$ cat src/verilog/qcp_pkg.sv
// shared constants, types and functions of the quad crosspoint with pattern logic
package qcp_pkg;

   // ---------------------------------------------------------------
   // register map (byte addresses, one word each)
   // ---------------------------------------------------------------
   localparam logic [3:0] QCP_PAGE_CTRL = 4'h0;   // 0x00 ctrl, 0x04 xbar, 0x08 status
   localparam logic [3:0] QCP_PAGE_GEN  = 4'h1;   // 0x10 + 4*ch generator config
   localparam logic [3:0] QCP_PAGE_CHK  = 4'h2;   // 0x20 + 4*ch checker status
   localparam logic [3:0] QCP_PAGE_ERR  = 4'h3;   // 0x30 + 4*ch error count
   localparam logic [3:0] QCP_PAGE_BIT  = 4'h4;   // 0x40 + 4*ch bit count
   localparam logic [1:0] QCP_IDX_CTRL  = 2'h0;
   localparam logic [1:0] QCP_IDX_XBAR  = 2'h1;
   localparam logic [1:0] QCP_IDX_STAT  = 2'h2;

   // ---------------------------------------------------------------
   // field positions
   // ---------------------------------------------------------------
   localparam int QCP_CTRL_GEN_LSB = 0;    // generator enables [3:0]
   localparam int QCP_CTRL_CHK_LSB = 4;    // checker enables [7:4]
   localparam int QCP_CTRL_RST_LSB = 8;    // pattern_restart pulses [11:8]
   localparam int QCP_XBAR_SEL_LSB = 0;    // tx_source_select, 2 bits per tx
   localparam int QCP_XBAR_EN_BIT  = 8;    // crosspoint routing enable
   localparam int QCP_XBAR_MST_LSB = 9;    // broadcast master output [10:9]
   localparam int QCP_STAT_SIG_LSB = 0;    // signal detect per rx [3:0]
   localparam int QCP_STAT_LCK_LSB = 4;    // lock per tx path [7:4]
   localparam int QCP_GEN_POLY_LSB = 0;    // polynomial select [1:0]
   localparam int QCP_GEN_USER_BIT = 2;    // user pattern mode
   localparam int QCP_GEN_INV_BIT  = 3;    // complement output
   localparam int QCP_GEN_PAT_LSB  = 8;    // user pattern [15:8]
   localparam int QCP_CHK_POLY_LSB = 0;    // detected polynomial [1:0]
   localparam int QCP_CHK_INV_BIT  = 2;    // complemented sequence
   localparam int QCP_CHK_LCK_BIT  = 3;    // checker locked

   // ---------------------------------------------------------------
   // reset values and counts
   // ---------------------------------------------------------------
   localparam logic [7:0]  QCP_CTRL_RST = 8'h00;
   localparam logic [10:0] QCP_XBAR_RST = 11'h0E4;   // identity selects, routing off
   localparam logic [11:0] QCP_GEN_RST  = 12'h000;
   localparam logic [30:0] QCP_SEED     = 31'h7FFFFFFF;
   localparam int          QCP_LOCK_MATCHES = 64;   // matching bits before lock

   typedef enum logic [1:0] {QCP_PRBS7, QCP_PRBS9, QCP_PRBS15, QCP_PRBS31} qcp_poly_t;

   // feedback bit of the chosen polynomial; h[k] is the bit k+1 steps back
   function automatic logic qcp_prbs_fb(input qcp_poly_t p, input logic [30:0] h);
      unique case (p)
         QCP_PRBS7:  qcp_prbs_fb = h[6] ^ h[5];
         QCP_PRBS9:  qcp_prbs_fb = h[8] ^ h[4];
         QCP_PRBS15: qcp_prbs_fb = h[14] ^ h[13];
         QCP_PRBS31: qcp_prbs_fb = h[30] ^ h[27];
      endcase
   endfunction

endpackage

$ cat src/verilog/qcp_pat_if.sv
// generator configuration carried from the register file to one generator
`timescale 1ns/100ps
interface qcp_pat_if;
   import qcp_pkg::*;
   logic       en;
   logic       restart;
   qcp_poly_t  poly;
   logic       user;
   logic       inv;
   logic [7:0] pat;
   modport ctl (output en, restart, poly, user, inv, pat);
   modport gen (input en, restart, poly, user, inv, pat);
endinterface

$ cat src/verilog/qcp_top.sv
// one quad: crosspoint, pattern generators and checkers behind a wishbone slave
//
// The Wishbone register port and the register addresses were left to the implementer.
`timescale 1ns/100ps

// Functional notes
// - an enabled generator replaces the routed receive data on its transmit lane
// - a checker neither checks nor counts until its enable bit is set
// - the checker reports which of the 7, 9, 15 or 31 stage sequences arrives
// - the checker reports true or complemented polarity of the sequence
// - the checker counts mismatched bits and compared bits
// - pattern restart returns sequence logic to its initial state
// - generator polynomial length is chosen by software
// - generator can instead repeat an 8-bit user pattern, optionally complemented
// - routing is one independent four by four switch matrix per quad
// - after reset, with routing off, each receive lane drives its own transmit lane
// - point-to-point: each chosen receive lane feeds one transmit lane
// - broadcast: one receive lane may feed two, three or four transmit lanes
// - each transmit lane has its own source select
// - each receive lane shows signal detect while a signal is present
// - each transmit path shows lock once its source recovery has locked
module qcp_top #(
   parameter int CNT_W = 32
) (
   // clock and reset
   input  wire logic        clk_i,
   input  wire logic        rst_i,
   // wishbone slave
   input  wire logic        wb_cyc_i,
   input  wire logic        wb_stb_i,
   input  wire logic        wb_we_i,
   input  wire logic [7:0]  wb_adr_i,
   input  wire logic [3:0]  wb_sel_i,
   input  wire logic [31:0] wb_dat_i,
   output logic      [31:0] wb_dat_o,
   output logic             wb_ack_o,
   // receive lanes (pins)
   input  wire logic [3:0]  rx_data_i,
   input  wire logic [3:0]  rx_sigdet_i,
   input  wire logic [3:0]  rx_cdr_lock_i,
   // transmit lanes
   output logic      [3:0]  tx_data_o,
   // equaliser adaptation master
   output logic      [1:0]  bcast_master_o
);
   import qcp_pkg::*;

   // ---------------------------------------------------------------
   // elaboration checks
   // ---------------------------------------------------------------
   if (CNT_W < 8 || CNT_W > 32) begin : g_bad_cnt
      $error("qcp_top: CNT_W must lie between 8 and 32");
   end

   // ---------------------------------------------------------------
   // declarations
   // ---------------------------------------------------------------
   logic [11:0]      pin_s1_reg;
   logic [11:0]      pin_s2_reg;
   logic [11:0]      pin_s3_reg;
   logic [11:0]      pin_reg;
   logic [3:0]       rx_bit;
   logic [3:0]       sigdet;
   logic [3:0]       cdr_lock;

   logic [7:0]       ctrl_reg;
   logic [10:0]      xbar_reg;
   logic [11:0]      gen_reg [4];
   logic [3:0]       restart_reg;

   logic             wb_req;
   logic             wr_fire;
   logic [3:0]       page;
   logic [1:0]       idx;
   logic [31:0]      wmask;
   logic [31:0]      rd_data;
   logic [31:0]      ctrl_word;
   logic [31:0]      xbar_word;
   logic [31:0]      ctrl_new;
   logic [31:0]      xbar_new;
   logic [31:0]      gen_new;

   logic [3:0]       gen_en;
   logic [3:0]       chk_en;
   logic             xpt_en;
   logic [1:0]       src_sel [4];
   logic [1:0]       src [4];
   logic [3:0]       gen_bit;
   logic [3:0]       tx_next;
   logic [3:0]       tx_lock;

   qcp_poly_t        chk_poly [4];
   logic [3:0]       chk_inv;
   logic [3:0]       chk_lock;
   logic [CNT_W-1:0] err_cnt [4];
   logic [CNT_W-1:0] bit_cnt [4];

   // merge write data into a register word under byte enables
   function automatic logic [31:0] merge(input logic [31:0] old_w,
                                         input logic [31:0] new_w,
                                         input logic [31:0] m);
      merge = (old_w & ~m) | (new_w & m);
   endfunction

   // ---------------------------------------------------------------
   // pin synchronisers
   // ---------------------------------------------------------------
   // three stages; a level change is taken once stages two and three agree
   always_ff @(posedge clk_i) begin
      pin_s1_reg <= {rx_cdr_lock_i, rx_sigdet_i, rx_data_i};
      pin_s2_reg <= pin_s1_reg;
      pin_s3_reg <= pin_s2_reg;
   end

   // levels need two agreeing stages; serial data bits pass every clock
   // since a one-clock bit would otherwise be swallowed by the filter
   for (genvar b = 0; b < 12; b++) begin : g_pin
      always_ff @(posedge clk_i) begin
         if (rst_i) begin
            pin_reg[b] <= 1'b0;
         end else if (b < 4 || pin_s2_reg[b] == pin_s3_reg[b]) begin
            pin_reg[b] <= pin_s3_reg[b];
         end
      end
   end

   assign rx_bit   = pin_reg[3:0];
   assign sigdet   = pin_reg[7:4];
   assign cdr_lock = pin_reg[11:8];

   // ---------------------------------------------------------------
   // wishbone decode
   // ---------------------------------------------------------------
   assign wb_req  = wb_cyc_i & wb_stb_i;
   assign wr_fire = wb_req & wb_we_i & wb_ack_o;
   assign page    = wb_adr_i[7:4];
   assign idx     = wb_adr_i[3:2];
   assign wmask   = {{8{wb_sel_i[3]}}, {8{wb_sel_i[2]}},
                     {8{wb_sel_i[1]}}, {8{wb_sel_i[0]}}};

   assign ctrl_word = {24'h0, ctrl_reg};
   assign xbar_word = {21'h0, xbar_reg};
   assign ctrl_new  = merge(ctrl_word, wb_dat_i, wmask);
   assign xbar_new  = merge(xbar_word, wb_dat_i, wmask);
   assign gen_new   = merge({16'h0, gen_reg[idx][11:4], 4'h0, gen_reg[idx][3:0]},
                            wb_dat_i, wmask);

   // ack one cycle after the request, dropped the cycle after
   always_ff @(posedge clk_i) begin
      if (rst_i) begin
         wb_ack_o <= 1'b0;
         wb_dat_o <= 32'h0;
      end else begin
         wb_ack_o <= wb_req & ~wb_ack_o;
         wb_dat_o <= (wb_req & ~wb_ack_o & ~wb_we_i) ? rd_data : 32'h0;
      end
   end

   // ---------------------------------------------------------------
   // control registers
   // ---------------------------------------------------------------
   // enables, crosspoint settings and restart pulses
   always_ff @(posedge clk_i) begin
      if (rst_i) begin
         ctrl_reg    <= QCP_CTRL_RST;
         xbar_reg    <= QCP_XBAR_RST;
         restart_reg <= 4'h0;
      end else begin
         restart_reg <= 4'h0;
         if (wr_fire && page == QCP_PAGE_CTRL && idx == QCP_IDX_CTRL) begin
            ctrl_reg    <= ctrl_new[7:0];
            restart_reg <= ctrl_new[QCP_CTRL_RST_LSB +: 4] & {4{wb_sel_i[1]}};
         end
         if (wr_fire && page == QCP_PAGE_CTRL && idx == QCP_IDX_XBAR) begin
            xbar_reg <= xbar_new[10:0];
         end
      end
   end

   // generator configuration per lane
   for (genvar c = 0; c < 4; c++) begin : g_gcfg
      always_ff @(posedge clk_i) begin
         if (rst_i) begin
            gen_reg[c] <= QCP_GEN_RST;
         end else if (wr_fire && page == QCP_PAGE_GEN && idx == 2'(c)) begin
            gen_reg[c] <= {gen_new[QCP_GEN_PAT_LSB +: 8], gen_new[3:0]};
         end
      end
   end

   assign gen_en         = ctrl_reg[QCP_CTRL_GEN_LSB +: 4];
   assign chk_en         = ctrl_reg[QCP_CTRL_CHK_LSB +: 4];
   assign xpt_en         = xbar_reg[QCP_XBAR_EN_BIT];
   assign bcast_master_o = xbar_reg[QCP_XBAR_MST_LSB +: 2];

   // ---------------------------------------------------------------
   // read multiplexer
   // ---------------------------------------------------------------
   always_comb begin
      rd_data = 32'h0;
      unique case (page)
         QCP_PAGE_CTRL: begin
            if (idx == QCP_IDX_CTRL) rd_data = ctrl_word;
            if (idx == QCP_IDX_XBAR) rd_data = xbar_word;
            if (idx == QCP_IDX_STAT) rd_data = {24'h0, tx_lock, sigdet};
         end
         QCP_PAGE_GEN: begin
            rd_data = {16'h0, gen_reg[idx][11:4], 4'h0, gen_reg[idx][3:0]};
         end
         QCP_PAGE_CHK: begin
            rd_data = {28'h0, chk_lock[idx], chk_inv[idx], chk_poly[idx]};
         end
         QCP_PAGE_ERR: begin
            rd_data = 32'(err_cnt[idx]);
         end
         QCP_PAGE_BIT: begin
            rd_data = 32'(bit_cnt[idx]);
         end
         default: begin
            rd_data = 32'h0;
         end
      endcase
   end

   // ---------------------------------------------------------------
   // lanes: generator, checker and crosspoint
   // ---------------------------------------------------------------
   for (genvar c = 0; c < 4; c++) begin : g_lane
      qcp_pat_if pcfg ();

      assign pcfg.en      = gen_en[c];
      assign pcfg.restart = restart_reg[c];
      assign pcfg.poly    = qcp_poly_t'(gen_reg[c][QCP_GEN_POLY_LSB +: 2]);
      assign pcfg.user    = gen_reg[c][QCP_GEN_USER_BIT];
      assign pcfg.inv     = gen_reg[c][QCP_GEN_INV_BIT];
      assign pcfg.pat     = gen_reg[c][11:4];

      qcp_prbs_gen u_gen (
         .clk_i (clk_i),
         .rst_i (rst_i),
         .cfg   (pcfg),
         .bit_o (gen_bit[c])
      );

      qcp_prbs_chk #(
         .CNT_W (CNT_W)
      ) u_chk (
         .clk_i     (clk_i),
         .rst_i     (rst_i),
         .en_i      (chk_en[c]),
         .restart_i (restart_reg[c]),
         .bit_i     (rx_bit[c]),
         .poly_o    (chk_poly[c]),
         .inv_o     (chk_inv[c]),
         .lock_o    (chk_lock[c]),
         .err_cnt_o (err_cnt[c]),
         .bit_cnt_o (bit_cnt[c])
      );

      // any rx may feed any number of tx lanes of this quad
      assign src_sel[c] = xbar_reg[QCP_XBAR_SEL_LSB + 2*c +: 2];
      assign src[c]     = xpt_en ? src_sel[c] : 2'(c);
      assign tx_next[c] = gen_en[c] ? gen_bit[c] : rx_bit[src[c]];
      assign tx_lock[c] = cdr_lock[src[c]];
   end

   // registered transmit lanes
   always_ff @(posedge clk_i) begin
      if (rst_i) begin
         tx_data_o <= 4'h0;
      end else begin
         tx_data_o <= tx_next;
      end
   end
endmodule

$ cat src/verilog/qcp_prbs_gen.sv
// pattern generator of one transmit channel
`timescale 1ns/100ps
module qcp_prbs_gen (
   // clock and reset
   input  wire logic clk_i,
   input  wire logic rst_i,
   // configuration
   qcp_pat_if.gen    cfg,
   // generated bit
   output logic      bit_o
);
   import qcp_pkg::*;

   logic [30:0] lfsr_reg;
   logic [30:0] lfsr_next;
   logic [2:0]  idx_reg;
   logic        raw;

   // --------------------------------------------------------------
   // sequence step
   // --------------------------------------------------------------
   assign lfsr_next = {lfsr_reg[29:0], qcp_prbs_fb(cfg.poly, lfsr_reg)};
   assign raw       = cfg.user ? cfg.pat[idx_reg] : lfsr_reg[0];
   assign bit_o     = raw ^ cfg.inv;

   // lfsr and user pattern index advance only while enabled
   always_ff @(posedge clk_i) begin
      if (rst_i || cfg.restart) begin
         lfsr_reg <= QCP_SEED;
         idx_reg  <= 3'h0;
      end else if (cfg.en) begin
         lfsr_reg <= lfsr_next;
         idx_reg  <= idx_reg + 3'h1;
      end
   end
endmodule

$ cat src/verilog/qcp_prbs_chk.sv
// pattern checker of one receive channel
`timescale 1ns/100ps
module qcp_prbs_chk #(
   parameter int CNT_W = 32
) (
   // clock and reset
   input  wire logic               clk_i,
   input  wire logic               rst_i,
   // control
   input  wire logic               en_i,
   input  wire logic               restart_i,
   input  wire logic               bit_i,
   // status
   output qcp_pkg::qcp_poly_t      poly_o,
   output logic                    inv_o,
   output logic                    lock_o,
   output logic [CNT_W-1:0]        err_cnt_o,
   output logic [CNT_W-1:0]        bit_cnt_o
);
   import qcp_pkg::*;

   localparam int RUN_W = $clog2(QCP_LOCK_MATCHES + 1);
   localparam logic [RUN_W-1:0] RUN_TOP = RUN_W'(QCP_LOCK_MATCHES);

   logic [30:0]      hist_reg;
   logic [3:0]       dif;
   logic [3:0]       pol_reg;
   logic [3:0]       hit;
   logic [RUN_W-1:0] run_reg [4];
   qcp_poly_t        first_hit;
   logic             err_bit;

   // --------------------------------------------------------------
   // per polynomial prediction and run of consistent bits
   // --------------------------------------------------------------
   for (genvar p = 0; p < 4; p++) begin : g_poly
      assign dif[p] = bit_i ^ qcp_prbs_fb(qcp_poly_t'(p), hist_reg);
      assign hit[p] = (run_reg[p] == RUN_TOP);
      // run grows while difference keeps one polarity
      always_ff @(posedge clk_i) begin
         if (rst_i || restart_i || !en_i) begin
            run_reg[p] <= '0;
            pol_reg[p] <= 1'b0;
         end else if (run_reg[p] != '0 && dif[p] == pol_reg[p]) begin
            run_reg[p] <= hit[p] ? run_reg[p] : run_reg[p] + 1'b1;
         end else begin
            run_reg[p] <= {{(RUN_W-1){1'b0}}, 1'b1};
            pol_reg[p] <= dif[p];
         end
      end
   end

   // shortest polynomial wins when several agree
   assign first_hit = hit[0] ? QCP_PRBS7 : hit[1] ? QCP_PRBS9 :
                      hit[2] ? QCP_PRBS15 : QCP_PRBS31;
   assign err_bit   = dif[poly_o] != inv_o;

   // history, lock and saturating counters
   always_ff @(posedge clk_i) begin
      if (rst_i || restart_i) begin
         hist_reg  <= '0;
         lock_o    <= 1'b0;
         poly_o    <= QCP_PRBS7;
         inv_o     <= 1'b0;
         err_cnt_o <= '0;
         bit_cnt_o <= '0;
      end else if (en_i) begin
         hist_reg <= {hist_reg[29:0], bit_i};
         if (!lock_o && hit != 4'h0) begin
            lock_o <= 1'b1;
            poly_o <= first_hit;
            inv_o  <= pol_reg[first_hit];
         end
         if (lock_o) begin
            if (~&bit_cnt_o) bit_cnt_o <= bit_cnt_o + 1'b1;
            if (err_bit && ~&err_cnt_o) err_cnt_o <= err_cnt_o + 1'b1;
         end
      end
   end
endmodule

$ cat config.mk
export PLATFORM = sky130hd
export DESIGN_NAME = qcp_top
export DESIGN_NICKNAME = d
export VERILOG_FILES = /design/src/verilog/qcp_pkg.sv /design/src/verilog/qcp_pat_if.sv /design/src/verilog/qcp_top.sv /design/src/verilog/qcp_prbs_gen.sv /design/src/verilog/qcp_prbs_chk.sv
export SDC_FILE = /design/constraint.sdc
export NUM_CORES = 2
export LEC_CHECK = 0
export ABC_AREA = 1
export BUFFER_PORTS_ARGS = -buffer_cell sky130_fd_sc_hd__clkbuf_2
export CORE_MARGIN = 4
export CORE_UTILIZATION = 40
export DETAILED_ROUTE_END_ITERATION = 7
export GPL_TIMING_DRIVEN = 0
export PLACE_DENSITY = 0.55
export SLEW_MARGIN = 20
export SYNTH_ARGS = -nofsm -noshare
export SYNTH_HDL_FRONTEND = slang
export SYNTH_HIERARCHICAL = 1
export SYNTH_SLANG_ARGS = --single-unit
$ cat constraint.sdc
create_clock -name clk_i -period 2.3 [get_ports clk_i]
set_input_delay 0.115 -clock clk_i [delete_from_list [all_inputs] [get_ports clk_i]]
set_output_delay 0.115 -clock clk_i [all_outputs]
set_load 0.01 [all_outputs]
## Word-level counts from Yosys, hierarchy flattened

Memory sizes are Yosys's and may differ from the RTL's.
Index checks and enable logic that the tools add are counted.

- Flip-flop bits (word level): 656
- Latch bits: 0
- RAM bits: 160
- Bits in read-only memories: 0
- Output and inout bits: 39
- Logic and storage cells: 649
- Memories: 5

- Add/sub/neg operators: 28
- $mul: 0
- Div/mod/pow operators: 0
- $lt $le $gt $ge: 18
- Equal/unequal tests: 63
- Shift operators: 0
- Muxes and demuxes: 255
- Bitwise operators: 111
- Reduce and logical (&&, ||, !) cells: 100

Memories:

| name | depth | width | read ports | clocked after memory_dff | wr ports | line | source |
|---|---|---|---|---|---|---|---|
| gen_reg | 4 | 12 | 5 | 0 | 4 | qcp_top.sv:68 | `logic [11:0] gen_reg [4];` |
| g_lane[0].u_chk.run_reg | 4 | 7 | 4 | 0 | 4 | qcp_prbs_chk.sv:29 | `logic [RUN_W-1:0] run_reg [4];` |
| g_lane[1].u_chk.run_reg | 4 | 7 | 4 | 0 | 4 | qcp_prbs_chk.sv:29 |  |
| g_lane[2].u_chk.run_reg | 4 | 7 | 4 | 0 | 4 | qcp_prbs_chk.sv:29 |  |
| g_lane[3].u_chk.run_reg | 4 | 7 | 4 | 0 | 4 | qcp_prbs_chk.sv:29 |  |

Operator list:

| cell | count |
|---|---|
| $mux W7 | 48 |
| $add A32 B1 Y32 const B | 8 |
| $reduce_and A32 Y1 | 8 |
| $mux W32 | 6 |
| $pmux W32 S5 | 1 |
| $mux W1 | 152 |
| $bmux W32 S2 | 2 |
| $add A7 B1 Y7 const B | 16 |
| $eq A7 B7 Y1 const B | 16 |
| $reduce_bool A7 Y1 | 16 |
| $xor A1 B1 Y1 | 52 |
| $mux W12 | 4 |
| $lt A2 B3 Y1 const B | 13 |
| $bmux W1 S2 | 18 |
| $or A1 B1 Y1 | 36 |
| $and A16 B16 Y16 | 2 |
| $logic_and A1 B1 Y1 | 32 |
| $mux W2 | 14 |
| $eq A1 B1 Y1 | 24 |
| $reduce_and A3 Y1 | 8 |
| $eq A2 B2 Y1 const B | 10 |
| $lt A3 B4 Y1 const B | 4 |
| $not A16 Y16 | 1 |
| $or A16 B16 Y16 | 1 |
| 26 further kinds | 83 |

## Logic depth before layout (Yosys ltp)

- Word-level depth: 9
- Gate-level depth with buffers: 14

## By module

The synthesis kept the hierarchy.

By module, submodules not included:

| module | instances | cells each | area each (um^2) |
|---|---|---|---|
| qcp_prbs_chk (g_lane[0].u_chk ...) | 3 | 995 | 6,982.9 |
| qcp_top | 1 | 1,208 | 8,072.7 |
| qcp_prbs_chk (g_lane[2].u_chk) | 1 | 986 | 6,781.5 |
| qcp_prbs_gen | 4 | 189 | 1,390.1 |

## Least setup slack after synthesis

OpenSTA, ideal clock, no wires.

- Path kind: reg-to-reg
- Start: register wb_ack_o
- End: memory gen_reg[0][0], enable pin
- Library setup time: 398 ps
- Arrival: 1,768 ps
- Required time: 1,902 ps
- Slack: 134 ps
- Cell stages (with the launch flop): 5
- Clock period less this slack: 2,166 ps
- Path through: dfxtp_1 -> nand2_1 -> nor2_2 -> nand2_1 -> o21ai_0

RTL lines:

| item | line | source |
|---|---|---|
| start, declared | qcp_top.sv:36 | `output logic wb_ack_o,` |
| start signal, assigned | qcp_top.sv:154 | `wb_ack_o <= wb_req & ~wb_ack_o;` |
| end, declared | qcp_top.sv:68 |  |

==> impl_metrics.yaml <==
status:
  status: "complete, no violations"
final_layout:
  final_core_util: 0.4609
  drive_above_1_share: 0.1001
  nNetsFinal: 6253
  area_growth_pct: 13.85
  fillCellCount: 10618
  regArea_sq_um: 17950
  multi_input_area_sq_um: 20370
  diodes: 0
  reg_top3: "g_lane.u_chk/bit_cnt_o: 128 flops, g_lane.u_chk/err_cnt_o: 128 flops"
pwr:
  power.total_w: 0.03083
  power_per_cell_area_nw_per_um2: 654.7
  vdd_drop_max_v: 0.0007383
  p_leak_nw: 18.54
setup_path:
  cp-end-kind: "flop"
  critPathArrivalTime_ps: 2500
  critPathMaxStageDelay_ps: 380
  crit_family: "buffers and inverters"
  reg2reg_slack_ps: 130
  crit_required_ps: 2630
  crit_fanout: 10
  crit_buf_inv: 4
  cpMaxStageDelayCell: "dfxtp_2"
  worstPathCellList: "buf_4 -> inv_1 -> nor2_1 -> inv_1 -> clkbuf_1 -> nor2_1 -> nand2_1"
  start_kind: "flop"
  crit_type: "flop to flop"
die:
  fp.dieArea_sq_um: 108600
  fp.dieW_um: 329.6
  die_h_um: 329.6
  ios: 100
  coreArea_sq_um: 102200
  initial_core_util: 0.4048
  rows: 117
sta:
  fin_tns_setup_ps: 0
  finalHoldViolations: 0
  fmax_mhz: 461.2
  drv_slew: 0
  setup_ws_ps: 131.9
  rsz0062_at_grt: "no"
  finClkSkew_ps: 30.71
  min_period_ps: 2168
  max_slew_margin: 0.2561
  fin_crit_sh: 0.9427
  finalSetupViolations: 0
  worstMarginPinSlew_ps: 1104
clock_tree:
  cts_root_buffer: "clkbuf_16"
  cts_tree: "yes"
  htreeDepth: 3
  cts.sinks: 816
  clock_latency_ps: 680
  cts_buffers: 93
  cts_buffer_depth: 3
  clk_pin_slew_ps: 70
hold_path:
  hold_class: "input pin to flop"
synth:
  ys_warn_count: 6
  syn_inst: 5935
  synth.distinct_cells: 46
  avgSynthCellArea_sq_um: 6.969
  syn_nets: 6040
  synth_edf_count: 160
  yosysTopAreaCell: "dfxtp_1"
  async_flop_share: 0
  synth.area.top_cells: "dfxtp_1 32%, nand2_1 18%, edfxtp_1 12%, nor2_1 7.2%, nand3_1 4.5%"
  syn_area_sq_um: 41360
  ys_ff_latch: 816
  synth_top_area_frac: 0.3175
  ys.flop_type: "dfxtp_1"
  yosysSeqAreaShare: 0.4336
drt:
  viasPerCell: 5.077
  post-route-drc-count: 0
  dr_total_vias: 38547
  wire_per_inst_um: 17.07
  ant_nets: 0
  drt_iter0_drc: 3063
  dr.pass1.iters: 8
  drt_wl_total_mm: 129.6
global_routing:
  grt.total_usage: 0.2335
  grt_max_degree: 15
  grt_pass1_vias: 35481
  grt_pass1_wl_mm: 199.4
  antenna_found_initial: 1
  grt-ovfl-total: 0
job:
  cap_violations: 0
placed_design:
  place.gp.congestion: 0.9979
  portBuffers: 77
  pre_cts_ws_ps: -589.1
  dp_hpwl_mm: 99.26
==> cell families (layout without fill, tap and decap cells) <==
kind of cell,after synthesis,after routing,synth area share
buffers and inverters,762,1052,0.07580
XOR/XNOR,112,112,0.02372
AND/OR/NAND/NOR,3647,3647,0.3820
adder cells (fa/ha/maj),44,44,0.01331
flip-flops,816,816,0.4336
multiplexers,8,8,0.001936
AO/OA/AOI/OAI,546,546,0.06957
==> cell type report <==
class	instances	area share
inverters	555	0.04424
flip-flops and latches	816	0.3812
clock buffers	130	0.05739
plain buffers	207	0.02261
well taps	1368	0.03635
multi-input cells	4357	0.4325
clock inverters	42	0.008768
repair buffers	118	0.01690
==> per-stage QoR <==
stage | hold slack, ps | cells | cell area [sq um]
2_1_floorplan | 142.7 | 5935 | 41360
3_3_place_gp | 217.3 | 7380 | 43460
3_5_place_dp | 220.2 | 7383 | 43490
4_1_cts | 26.04 | 7591 | 47010
5_1_grt | 41.74 | 7593 | 47090
6_report | 75.60 | 7593 | 47090
==> cells in the mapped netlist (13+ instances only) <==
library cell,n
nor2_4,25
nor3b_1,38
nand3_1,376
inv_1,501
buf_1,14
o21ai_0,149
nand3_2,33
clkbuf_1,84
edfxtp_1,160
inv_2,54
nand2_1,1968
dfxtp_1,656
buf_2,82
a21oi_1,339
nor3_1,121
xnor2_1,16
xor2_1,96
a31oi_1,15
buf_6,13
ha_1,44
nand4_1,143
nor2_2,74
nand2_2,31
nor2_1,792
==> routing by layer <==
metal / vias to the layer above / global-route usage / share of wire
met1: 17850 / 0.3247 / 0.47
met4: 0 / 0.07254 / 0.031
met3: 214 / 0.03677 / 0.062
li1: 19431 / - / -
met5: - / 0 / 0
met2: 1052 / 0.3735 / 0.44
==> what timing repair did <==
| item | 4_1_cts | 5_1_grt |
|---|---|---|
| gates resized for setup | 16 | 22 |
| hold buffers | 36 | 0 |
| hold endpoints to repair | 74 | 0 |
| setup buffers | 0 | 2 |
| pin swaps | 0 | 1 |
| setup endpoints to repair | 205 | 164 |
==> worst paths after layout <==
| kind | startpoint | end | cells after the start |
|---|---|---|---|
| worst max-delay path | flop | g_lane[3].u_chk/run_reg[1][4] | 7 |
| worst min-delay path | rx_data_i[1] | pin_s1_reg[1] | 2 |
| worst max register to register | flop | g_lane[3].u_chk/run_reg[1][4] | 7 |
| worst min register to register | pin_s2_reg[2] | pin_s3_reg[2] | 0 |
==> power by group <==
part	internal [W]	switching, W	leakage (nW)
Sequential	0.0146	0.0000755	7.19
Combinational	0.000260	0.000748	9.81
Clock	0.00890	0.00624	1.55
Total	0.0238	0.00706	18.5
==> placed cells by master, fill, tap and decap left out, types with 22 or more instances in the layout <==
cell type / synthesis / routed
a21oi_1: 339 / 339
buf_2: 82 / 79
clkbuf_1: 84 / 101
clkbuf_16: 0 / 98
clkbuf_2: 0 / 78
clkinv_2: 0 / 22
dfxtp_1: 656 / 646
dlygate4sd3_1: 0 / 36
edfxtp_1: 160 / 160
ha_1: 44 / 44
inv_1: 501 / 501
inv_2: 54 / 54
nand2_1: 1968 / 1961
nand2_2: 31 / 38
nand3_1: 376 / 376
nand3_2: 33 / 33
nand4_1: 143 / 143
nor2_1: 792 / 788
nor2_2: 74 / 73
nor2_4: 25 / 30
nor3_1: 121 / 118
nor3b_1: 38 / 38
o21ai_0: 149 / 145
xor2_1: 96 / 96
Note: power is estimated with default switching activity, not from simulation.
